File: src/design/stcs_regs.vh
// register indices, field positions, reset values and timing constants
`ifndef STCS_REGS_VH
`define STCS_REGS_VH

// register indices within the block
`define STCS_IDX_SMOOTH      4'h0
`define STCS_IDX_RESEED      4'h1
`define STCS_IDX_IDLE        4'h2
`define STCS_IDX_MODE        4'h3
`define STCS_IDX_LPSLEEP     4'h4
`define STCS_IDX_CYCSLEEP    4'h5
`define STCS_IDX_RXCNT       4'h6
`define STCS_IDX_TXCNT       4'h7
`define STCS_IDX_XYRX        4'h8
`define STCS_IDX_XYTX        4'h9
`define STCS_IDX_PROXSET     4'hA
`define STCS_IDX_DRVHI       4'hB
`define STCS_IDX_DRVLO       4'hC
`define STCS_IDX_TDAMP       4'hD
`define STCS_IDX_HDAMP       4'hE
`define STCS_IDX_PDAMP       4'hF

// field positions
`define STCS_SM_TOUCH_OFF    0
`define STCS_SM_HOVER_OFF    1
`define STCS_SM_STATIC       2
`define STCS_PS_SELF         7
`define STCS_PS_BANK_B       6
`define STCS_PS_SUM_XY       4

// reset values
`define STCS_RST_SMOOTH      8'h00
`define STCS_RST_RESEED      8'h50
`define STCS_RST_IDLE        8'h64
`define STCS_RST_MODE        8'h08
`define STCS_RST_LPSLEEP     8'h08
`define STCS_RST_CYCSLEEP    8'h03
`define STCS_RST_RXCNT       8'h0A
`define STCS_RST_TXCNT       8'h0F
`define STCS_RST_PROXSET     8'h40
`define STCS_RST_DRVHI       8'h7F
`define STCS_RST_DRVLO       8'hFF
`define STCS_RST_TDAMP       8'h80
`define STCS_RST_HDAMP       8'h26
`define STCS_RST_PDAMP       8'h10

// timing: clock rate, interval step, derived cycle counts
`define STCS_CLK_HZ          20000000
`define STCS_STEP_MS         500
`define STCS_MS_CYC          (`STCS_CLK_HZ / 1000)
`define STCS_STEP_CYC        (`STCS_STEP_MS * `STCS_MS_CYC)

`endif

File: src/design/stcs_top.v
// sense timing and channel setup register block
//
// What this block does
// - bit 2 picks static or dynamic touch filter
// - hover smoothing off bit skips hover filtering
// - touch smoothing off bit skips touch filtering
// - stuck normal-mode detection reseeds all but proximity
// - expiry in long-range mode reseeds proximity only
// - reseed interval counts 500 ms steps
// - host reseed command accepted any time
// - bus idle limit closes window, resumes sensing
// - ready line drops after bus idle limit
// - mode interval counts 500 ms steps
// - low-power mode sleeps per low-power code
// - normal mode always adds per-cycle sleep
// - sleep codes decode to fixed intervals
// - packet sizes follow line count registers
// - bit 7 picks self or mutual charging
// - bit 6 picks receiver group B
// - sum bit sums all xy receivers
// - pick field selects receive line 0-9
// - drive mask maps lines 14..0
// - self charging ignores drive mask
// - damping applied as value over 256
`timescale 1ns/1ns
`default_nettype none
`include "stcs_regs.vh"

module stcs_top #(
  parameter integer STEP_CYC = `STCS_STEP_CYC,
  parameter integer MS_CYC   = `STCS_MS_CYC
) (
  input  wire        clk_i,
  input  wire        resetn_i,
  // register port from the bus front end
  input  wire        reg_wr_i,
  input  wire        reg_rd_i,
  input  wire [3:0]  reg_idx_i,
  input  wire [7:0]  reg_wdata_i,
  output reg  [7:0]  reg_rdata_o,
  input  wire        bus_ok_i,
  input  wire        host_reseed_i,
  // sensing engine side
  input  wire        window_open_i,
  input  wire        detect_i,
  input  wire        long_range_mode_i,
  input  wire        low_power_mode_i,
  input  wire        cycle_done_i,
  input  wire        mode_restart_i,
  output wire        touch_smoothing_off_o,
  output wire        hover_smoothing_off_o,
  output wire        touch_static_o,
  output reg  [8:0]  touch_damp_o,
  output reg  [8:0]  hover_damp_o,
  output reg  [8:0]  prox_damp_o,
  output reg         reseed_channels_o,
  output reg         reseed_prox_o,
  output reg         window_close_o,
  output reg         ready_o,
  output reg         mode_expired_o,
  output reg         sleep_busy_o,
  output reg         sleep_done_o,
  output reg  [15:0] packet_len_o,
  output wire        prox_self_o,
  output wire        prox_bank_b_o,
  output wire        prox_sum_xy_o,
  output reg  [9:0]  prox_rx_mask_o,
  output reg  [14:0] prox_tx_mask_o
);

  // ------------------------------------------------------------
  // reset synchroniser
  // ------------------------------------------------------------
  reg rst_meta_r;
  reg rst_n_r;

  // release is synchronous, assertion is immediate
  always @(posedge clk_i or negedge resetn_i) begin
    if (!resetn_i) begin
      rst_meta_r <= 1'b0;
      rst_n_r    <= 1'b0;
    end else begin
      rst_meta_r <= 1'b1;
      rst_n_r    <= rst_meta_r;
    end
  end

  // ------------------------------------------------------------
  // register file
  // ------------------------------------------------------------
  reg [7:0] smooth_r;
  reg [7:0] reseed_int_r;
  reg [7:0] idle_lim_r;
  reg [7:0] mode_int_r;
  reg [7:0] lp_code_r;
  reg [7:0] cyc_code_r;
  reg [7:0] rx_cnt_r;
  reg [7:0] tx_cnt_r;
  reg [7:0] xy_rx_r;
  reg [7:0] xy_tx_r;
  reg [7:0] prox_set_r;
  reg [7:0] drv_hi_r;
  reg [7:0] drv_lo_r;
  reg [7:0] tdamp_r;
  reg [7:0] hdamp_r;
  reg [7:0] pdamp_r;

  // writes land one cycle after the strobe
  always @(posedge clk_i or negedge rst_n_r) begin
    if (!rst_n_r) begin
      smooth_r     <= `STCS_RST_SMOOTH;
      reseed_int_r <= `STCS_RST_RESEED;
      idle_lim_r   <= `STCS_RST_IDLE;
      mode_int_r   <= `STCS_RST_MODE;
      lp_code_r    <= `STCS_RST_LPSLEEP;
      cyc_code_r   <= `STCS_RST_CYCSLEEP;
      rx_cnt_r     <= `STCS_RST_RXCNT;
      tx_cnt_r     <= `STCS_RST_TXCNT;
      xy_rx_r      <= `STCS_RST_RXCNT;
      xy_tx_r      <= `STCS_RST_TXCNT;
      prox_set_r   <= `STCS_RST_PROXSET;
      drv_hi_r     <= `STCS_RST_DRVHI;
      drv_lo_r     <= `STCS_RST_DRVLO;
      tdamp_r      <= `STCS_RST_TDAMP;
      hdamp_r      <= `STCS_RST_HDAMP;
      pdamp_r      <= `STCS_RST_PDAMP;
    end else if (reg_wr_i) begin
      case (reg_idx_i)
        `STCS_IDX_SMOOTH:   smooth_r     <= {5'h00, reg_wdata_i[2:0]};
        `STCS_IDX_RESEED:   reseed_int_r <= reg_wdata_i;
        `STCS_IDX_IDLE:     idle_lim_r   <= reg_wdata_i;
        `STCS_IDX_MODE:     mode_int_r   <= reg_wdata_i;
        `STCS_IDX_LPSLEEP:  lp_code_r    <= reg_wdata_i;
        `STCS_IDX_CYCSLEEP: cyc_code_r   <= reg_wdata_i;
        `STCS_IDX_RXCNT:    rx_cnt_r     <= reg_wdata_i;
        `STCS_IDX_TXCNT:    tx_cnt_r     <= reg_wdata_i;
        `STCS_IDX_XYRX:     xy_rx_r      <= reg_wdata_i;
        `STCS_IDX_XYTX:     xy_tx_r      <= reg_wdata_i;
        `STCS_IDX_PROXSET:  prox_set_r   <= {reg_wdata_i[7:6], 1'b0,
                                             reg_wdata_i[4:0]};
        `STCS_IDX_DRVHI:    drv_hi_r     <= {1'b0, reg_wdata_i[6:0]};
        `STCS_IDX_DRVLO:    drv_lo_r     <= reg_wdata_i;
        `STCS_IDX_TDAMP:    tdamp_r      <= reg_wdata_i;
        `STCS_IDX_HDAMP:    hdamp_r      <= reg_wdata_i;
        `STCS_IDX_PDAMP:    pdamp_r      <= reg_wdata_i;
        default: ;
      endcase
    end
  end

  // registered read data; unused bits were cleared on write
  always @(posedge clk_i or negedge rst_n_r) begin
    if (!rst_n_r) begin
      reg_rdata_o <= 8'h00;
    end else if (reg_rd_i) begin
      case (reg_idx_i)
        `STCS_IDX_SMOOTH:   reg_rdata_o <= smooth_r;
        `STCS_IDX_RESEED:   reg_rdata_o <= reseed_int_r;
        `STCS_IDX_IDLE:     reg_rdata_o <= idle_lim_r;
        `STCS_IDX_MODE:     reg_rdata_o <= mode_int_r;
        `STCS_IDX_LPSLEEP:  reg_rdata_o <= lp_code_r;
        `STCS_IDX_CYCSLEEP: reg_rdata_o <= cyc_code_r;
        `STCS_IDX_RXCNT:    reg_rdata_o <= rx_cnt_r;
        `STCS_IDX_TXCNT:    reg_rdata_o <= tx_cnt_r;
        `STCS_IDX_XYRX:     reg_rdata_o <= xy_rx_r;
        `STCS_IDX_XYTX:     reg_rdata_o <= xy_tx_r;
        `STCS_IDX_PROXSET:  reg_rdata_o <= prox_set_r;
        `STCS_IDX_DRVHI:    reg_rdata_o <= drv_hi_r;
        `STCS_IDX_DRVLO:    reg_rdata_o <= drv_lo_r;
        `STCS_IDX_TDAMP:    reg_rdata_o <= tdamp_r;
        `STCS_IDX_HDAMP:    reg_rdata_o <= hdamp_r;
        default:            reg_rdata_o <= pdamp_r;
      endcase
    end
  end

  // ------------------------------------------------------------
  // smoothing controls
  // ------------------------------------------------------------
  // filter type select and smoothing off bits
  assign touch_static_o        = smooth_r[`STCS_SM_STATIC];
  assign hover_smoothing_off_o = smooth_r[`STCS_SM_HOVER_OFF];
  assign touch_smoothing_off_o = smooth_r[`STCS_SM_TOUCH_OFF];

  // damping as value/256, fraction in 1.8 form
  always @(posedge clk_i or negedge rst_n_r) begin
    if (!rst_n_r) begin
      touch_damp_o <= 9'h000;
      hover_damp_o <= 9'h000;
      prox_damp_o  <= 9'h000;
    end else begin
      touch_damp_o <= {1'b0, tdamp_r};
      hover_damp_o <= {1'b0, hdamp_r};
      prox_damp_o  <= {1'b0, pdamp_r};
    end
  end

  // ------------------------------------------------------------
  // millisecond and half-second tick dividers
  // ------------------------------------------------------------
  reg [31:0] ms_cnt_r;
  reg        ms_tick_r;
  reg [31:0] step_cnt_r;
  reg        step_tick_r;

  // free-running enables, one cycle wide
  always @(posedge clk_i or negedge rst_n_r) begin
    if (!rst_n_r) begin
      ms_cnt_r    <= 32'h0000_0000;
      ms_tick_r   <= 1'b0;
      step_cnt_r  <= 32'h0000_0000;
      step_tick_r <= 1'b0;
    end else begin
      ms_tick_r   <= (ms_cnt_r == MS_CYC - 1);
      ms_cnt_r    <= (ms_cnt_r == MS_CYC - 1) ? 32'h0000_0000
                                              : ms_cnt_r + 32'h1;
      step_tick_r <= (step_cnt_r == STEP_CYC - 1);
      step_cnt_r  <= (step_cnt_r == STEP_CYC - 1) ? 32'h0000_0000
                                                  : step_cnt_r + 32'h1;
    end
  end

  // ------------------------------------------------------------
  // stuck detection reseed
  // ------------------------------------------------------------
  reg [7:0] stuck_cnt_r;

  // a zero interval disables the automatic reseed
  always @(posedge clk_i or negedge rst_n_r) begin
    if (!rst_n_r) begin
      stuck_cnt_r       <= 8'h00;
      reseed_channels_o <= 1'b0;
      reseed_prox_o     <= 1'b0;
    end else begin
      reseed_channels_o <= 1'b0;
      reseed_prox_o     <= 1'b0;
      if (!detect_i) begin
        stuck_cnt_r <= 8'h00;
      end else if (step_tick_r && reseed_int_r != 8'h00) begin
        if (stuck_cnt_r + 8'h01 >= reseed_int_r) begin
          stuck_cnt_r <= 8'h00;
          if (long_range_mode_i)
            reseed_prox_o <= 1'b1;
          else
            reseed_channels_o <= 1'b1;
        end else begin
          stuck_cnt_r <= stuck_cnt_r + 8'h01;
        end
      end
      // host command reseeds regardless of timer
      if (host_reseed_i) begin
        stuck_cnt_r       <= 8'h00;
        reseed_channels_o <= 1'b1;
        reseed_prox_o     <= 1'b1;
      end
    end
  end

  // ------------------------------------------------------------
  // bus idle window timeout
  // ------------------------------------------------------------
  reg [7:0] idle_cnt_r;

  // ready follows the window, dropped early on timeout
  always @(posedge clk_i or negedge rst_n_r) begin
    if (!rst_n_r) begin
      idle_cnt_r     <= 8'h00;
      window_close_o <= 1'b0;
      ready_o        <= 1'b0;
    end else begin
      window_close_o <= 1'b0;
      if (!window_open_i) begin
        idle_cnt_r <= 8'h00;
        ready_o    <= 1'b0;
      end else if (bus_ok_i) begin
        idle_cnt_r <= 8'h00;
        ready_o    <= 1'b1;
      // a closing pulse keeps ready low for the next cycle only
      end else if (!window_close_o &&
                   (ready_o || idle_cnt_r == 8'h00)) begin
        ready_o <= 1'b1;
        // close window after idle limit in ms
        if (ms_tick_r) begin
          if (idle_cnt_r + 8'h01 >= idle_lim_r) begin
            window_close_o <= 1'b1;
            ready_o        <= 1'b0;
            idle_cnt_r     <= 8'h00;
          end else begin
            idle_cnt_r <= idle_cnt_r + 8'h01;
          end
        end
      end
    end
  end

  // ------------------------------------------------------------
  // mode switch interval
  // ------------------------------------------------------------
  reg [7:0] mode_cnt_r;

  // expiry pulse after interval in half-second steps
  always @(posedge clk_i or negedge rst_n_r) begin
    if (!rst_n_r) begin
      mode_cnt_r     <= 8'h00;
      mode_expired_o <= 1'b0;
    end else begin
      mode_expired_o <= 1'b0;
      if (mode_restart_i) begin
        mode_cnt_r <= 8'h00;
      end else if (step_tick_r) begin
        if (mode_cnt_r + 8'h01 >= mode_int_r) begin
          mode_cnt_r     <= 8'h00;
          mode_expired_o <= 1'b1;
        end else begin
          mode_cnt_r <= mode_cnt_r + 8'h01;
        end
      end
    end
  end

  // ------------------------------------------------------------
  // sleep timer
  // ------------------------------------------------------------
  // code to milliseconds; 0 or out of range is no sleep
  function [12:0] sleep_ms;
    input [7:0] code;
    begin
      case (code)
        8'h01:   sleep_ms = 13'd1;
        8'h02:   sleep_ms = 13'd2;
        8'h03:   sleep_ms = 13'd5;
        8'h04:   sleep_ms = 13'd10;
        8'h05:   sleep_ms = 13'd20;
        8'h06:   sleep_ms = 13'd40;
        8'h07:   sleep_ms = 13'd80;
        8'h08:   sleep_ms = 13'd160;
        8'h09:   sleep_ms = 13'd320;
        8'h0A:   sleep_ms = 13'd640;
        8'h0B:   sleep_ms = 13'd1200;
        8'h0C:   sleep_ms = 13'd2400;
        8'h0D:   sleep_ms = 13'd5000;
        default: sleep_ms = 13'd0;
      endcase
    end
  endfunction

  reg  [13:0] sleep_cnt_r;
  wire [13:0] sleep_len;

  // per-cycle sleep always, plus low-power sleep
  // low-power sleep when that mode is active
  assign sleep_len = {1'b0, sleep_ms(cyc_code_r)} +
                     (low_power_mode_i ? {1'b0, sleep_ms(lp_code_r)}
                                       : 14'h0000);

  // sleep starts at end of each acquisition cycle unless a sleep is already running
  always @(posedge clk_i or negedge rst_n_r) begin
    if (!rst_n_r) begin
      sleep_cnt_r  <= 14'h0000;
      sleep_busy_o <= 1'b0;
      sleep_done_o <= 1'b0;
    end else begin
      sleep_done_o <= 1'b0;
      if (cycle_done_i && !sleep_busy_o) begin
        if (sleep_len == 14'h0000) begin
          sleep_done_o <= 1'b1;
        end else begin
          sleep_cnt_r  <= sleep_len;
          sleep_busy_o <= 1'b1;
        end
      end else if (sleep_busy_o && ms_tick_r) begin
        if (sleep_cnt_r == 14'h0001) begin
          sleep_busy_o <= 1'b0;
          sleep_done_o <= 1'b1;
        end
        sleep_cnt_r <= sleep_cnt_r - 14'h0001;
      end
    end
  end

  // ------------------------------------------------------------
  // channel setup outputs
  // ------------------------------------------------------------
  // packet length: one word per channel plus xy
  always @(posedge clk_i or negedge rst_n_r) begin
    if (!rst_n_r) begin
      packet_len_o <= 16'h0000;
    end else begin
      packet_len_o <= rx_cnt_r * tx_cnt_r + xy_rx_r * xy_tx_r;
    end
  end

  assign prox_self_o   = prox_set_r[`STCS_PS_SELF];
  assign prox_bank_b_o = prox_set_r[`STCS_PS_BANK_B];
  assign prox_sum_xy_o = prox_set_r[`STCS_PS_SUM_XY];

  // receive and drive selection of the long-range channel
  always @(posedge clk_i or negedge rst_n_r) begin
    if (!rst_n_r) begin
      prox_rx_mask_o <= 10'h000;
      prox_tx_mask_o <= 15'h0000;
    end else begin
      // all xy receive lines when summing
      if (prox_set_r[`STCS_PS_SUM_XY])
        prox_rx_mask_o <= (xy_rx_r >= 8'd10) ? 10'h3FF :
                          (10'h001 << xy_rx_r[3:0]) - 10'h001;
      // single picked line, 10-15 select none
      else if (prox_set_r[3:0] <= 4'h9)
        prox_rx_mask_o <= 10'h001 << prox_set_r[3:0];
      else
        prox_rx_mask_o <= 10'h000;
      if (prox_set_r[`STCS_PS_SELF])
        prox_tx_mask_o <= 15'h0000;
      else
        prox_tx_mask_o <= {drv_hi_r[6:0], drv_lo_r};
    end
  end

endmodule

`default_nettype wire

File: config.mk
export PLATFORM = sky130hd
export DESIGN_NAME = stcs_top
export DESIGN_NICKNAME = d
export VERILOG_FILES = /design/src/design/stcs_top.v
export VERILOG_INCLUDE_DIRS = /design/src /design/src/design
export SDC_FILE = /design/constraint.sdc
export NUM_CORES = 1
export LEC_CHECK = 0
export ABC_AREA = 1
export BUFFER_PORTS_ARGS = -buffer_cell sky130_fd_sc_hd__buf_2
export CAP_MARGIN = 20
export CORE_MARGIN = 4
export CORE_UTILIZATION = 64
export CTS_BUF_LIST = sky130_fd_sc_hd__clkbuf_4 sky130_fd_sc_hd__clkbuf_8
export DETAILED_ROUTE_END_ITERATION = 7
export PLACE_DENSITY = 0.89
export SETUP_SLACK_MARGIN = 0.05
export SLEW_MARGIN = 20
export SYNTH_ARGS = -nofsm -noshare
export SYNTH_HDL_FRONTEND = slang
export SYNTH_SLANG_ARGS = --single-unit
File: constraint.sdc
create_clock -name clk_i -period 12.9 [get_ports clk_i]
set_input_delay 3.225 -clock clk_i [delete_from_list [all_inputs] [get_ports clk_i]]
set_output_delay 3.225 -clock clk_i [all_outputs]
set_load 0.01 [all_outputs]
==> impl_metrics.csv <==
group,metric,value,unit
layout,synthToLayoutAreaGrowth,9.41,%
synthesis,ys_async_sr_fraction,1.00,
layout,finalNonFillerCells,3087,
status,violations,"DRC",
pwr,p_comb_frac,0.402,
clock_network,cts_tree,"built",
pwr,power.share.clock,0.253,
timing,slew_headroom,0.344,
critical_path,path_max_fanout,14,
clock_network,clkTransAtPathRegs,0.07,ns
clock_network,numClockSinks,307,
critical_path,reg2regPathDepth,18,
critical_path,slowest_delay,0.40,ns
synthesis,ys_ff_latch,307,
layout,final_nets,2881,
floorplanning,die_w,187,um
timing,finalSetupViolCount,0,
timing,skew,0.0216,ns
synthesis,ys_seq_area_frac,0.378,
clock_network,hold_buffers,0,
placement,dp_hpwl,39500,um
pwr,netSwitchingFraction,0.400,
route,dr_total_vias,17800,
layout,drive_above_1_share,0.114,
global_routing,antenna_found_initial,3,
synthesis,synth_top_area_share,0.324,
pwr,intPower,2.29,mW
timing,setup_tns,0,ns
critical_path,cpLargestDelayFamily,"simple AND/OR/NAND/NOR gates",
timing,worst_pin_slew,0.984,ns
timing,min_period,5.70,ns
pwr,p_per_area,170,nW/um^2
floorplanning,io_pins,113,
route,vias_per_cell,5.77,
hold_path,hp-class,"flop to flop",
critical_path,path_cells,"buf_2 > nand2_1 > nor2_1 > inv_1 > nor3_1 > ha_1 > inv_1 > fa_1 > inv_1 > nand3_1 > nand2_1 > nand2_1 > nand2_1 > nand2_1 > nand2_2 > nand3_1 > nor2_1 > nand4_2 > nand3_1 > nand2_1",
synthesis,synthDistinctLibCells,63,
critical_path,slowest_stage,"fa_1",
status,status,"finished with violations",
timing,hold_viol,0,
pwr,seq_power_share,0.345,
route,antenna_left,0,
timing,rsz0062_at_grt,"false",
job,maxCapViolCount,0,
critical_path,cp.depth,20,
synthesis,ys_warn_count,0,
synthesis,synthTopCellsByArea,"dfrtp_1 32%, nand2_1 11%, fa_1 9.5%, inv_1 8.4%, ha_1 7.3%",
floorplanning,core_area,31600,um^2
route,routed_wirelength,53200,um
global_routing,grt.total_usage,0.304,
synthesis,postSynthCellCount,2551,
pwr,p_switching,1.52,mW
synthesis,avgSynthCellArea,8.02,um^2
clock_network,post_cts_buffers,0,
timing,hold_slack,0.378,ns
critical_path,crit_arrival,6.19,ns
route,drc_errors,6,
placement,post-place-cells,2991,
critical_path,critPathKind,"input port to flop",
critical_path,crit_path_frequent_cell,"nand2_1",
clock_network,htreeDepth,2,
critical_path,endpoint_kind,"flop",
route,drt_first_pass_iters,8,
route,drt-initial-drc-count,1903,
timing,slew_viol_final,0,
critical_path,cp.required,13.39,ns
clock_network,cts-root-buf,"clkbuf_8",
timing,fmax,0.176,GHz
synthesis,synth-edff-count,0,
global_routing,grt_max_degree,173,
pwr,peakVddDrop,138,uV
clock_network,cts_buffers,50,
critical_path,setup.worst_path.start_class,"input port",
floorplanning,dieArea,34900,um^2
hold_path,hold_depth,0,
synthesis,ys.flop_type,"dfrtp_1",
global_routing,grt_remaining_overflow,0,
synthesis,syn_area,20500,um^2
floorplanning,start_util,0.649,
critical_path,path_buf_inv,4,
pwr,p_leak,12.1,nW
placement,io_buffers,109,
clock_network,cts.path.max_buffers,3,
floorplanning,rows,65,
route,drt-wirelength-per-cell,17.2,um
floorplanning,die_h,187,um
clock_network,clk-insertion-delay-late,0.61,ns
clock_network,post_cts_resized,0,
timing,fin_crit_sh,0.442,
placement,gp_congestion,0.988,
global_routing,grt_pass1_vias,17600,
synthesis,synth_area_leader_cell,"dfrtp_1",
global_routing,grt_pass1_wl,87500,um
==> cells by family after synthesis <==
group,Yosys count,synth area share
muxes,1,0.000489
DFF,307,0.378
buffers and inverters,545,0.103
other,2,0.000367
AOI/OAI and AO/OA,313,0.0858
and+or+nand+nor,1083,0.229
adders and majority gates,216,0.168
xor gates and xnor gates,84,0.0359
==> metrics by stage <==
step	util	total power, mW	instance area (um^2)	setup WS, ns
after floorplan	-	2.42	20500	3.78
after CTS	0.709	3.81	22400	7.29
final	0.710	3.81	22400	7.20
after detailed placement	0.672	2.84	21200	6.67
after global routing	0.710	4.12	22400	6.85
after global placement	0.672	2.74	21200	6.83
==> layout by cell type, fill, tap and decap left out, drive strengths merged, types with 25 or more instances in the layout <==
| cell | instances |
|---|---|
| nand2 | 640 |
| a21oi | 47 |
| nor4 | 25 |
| ha | 119 |
| inv | 469 |
| clkbuf | 80 |
| nand4 | 43 |
| buf | 113 |
| nor2 | 179 |
| o21ai | 196 |
| dfstp | 42 |
| dfrtp | 265 |
| fa | 97 |
| xor2 | 61 |
| nand3 | 126 |
| nor3 | 53 |
==> flip-flops by register name, summed over array words and instances (netlist names), 10 cells and up <==
register	cells
prox_tx_mask_o	15
packet_len_o	16
prox_rx_mask_o	10
ms_cnt_r	32
sleep_cnt_r	14
step_cnt_r	32
==> power by group through the flow <==
| stage | combinational, mW | sequential (mW) | clock [mW] |
|---|---|---|---|
| finish | 1.53 | 1.31 | 0.964 |
| global route | 1.77 | 1.33 | 1.02 |
| CTS | 1.53 | 1.30 | 0.976 |
| detailed placement | 1.52 | 1.32 | 0 |
| global placement | 1.43 | 1.31 | 0 |
| floorplan | 1.16 | 1.26 | 0 |
==> worst paths after layout <==
check / startpoint / end / slack (ns)
max in group asynchronous: resetn_i / rst_n_r / 10.40
min in group asynchronous: rst_n_r / hover_damp_o[6] / 0.45
setup / recovery: low_power_mode_i / sleep_cnt_r[1] / 7.20
hold reg to reg: rst_meta_r / rst_n_r / 0.38
setup reg to reg: xy_rx_r[0] / packet_len_o[15] / 7.30
hold / removal: rst_meta_r / rst_n_r / 0.38
==> cells in the mapped netlist, drive strengths merged, types with 23 or more instances <==
cell type  count
nor2         179
xor2          61
a21oi         47
dfstp         42
nand3        126
clkbuf        66
nor4          25
fa            97
nand2        640
ha           119
xnor2         23
nor3          53
inv          467
nand4         43
dfrtp        265
o21ai        196
==> layer usage <==
layer | up-vias | share of wire | track usage
met5 | - | 0.00026 | 0
met2 | 922 | 0.46 | 0.488
met4 | 2 | 0.037 | 0.112
met1 | 8470 | 0.41 | 0.414
met3 | 172 | 0.092 | 0.0620
li1 | 8243 | - | -
==> final cells by class <==
cell class | count | area [um^2]
antenna | 2 | 5.00
inverter | 468 | 1760
sequential | 307 | 7740
clock inverter | 14 | 166
timing repair buffer | 113 | 588
fill | 2334 | 9160
multi-input combinational | 1701 | 10600
clock buffer | 80 | 1000
tap | 402 | 503
Note: power is estimated with default switching activity, not from simulation.
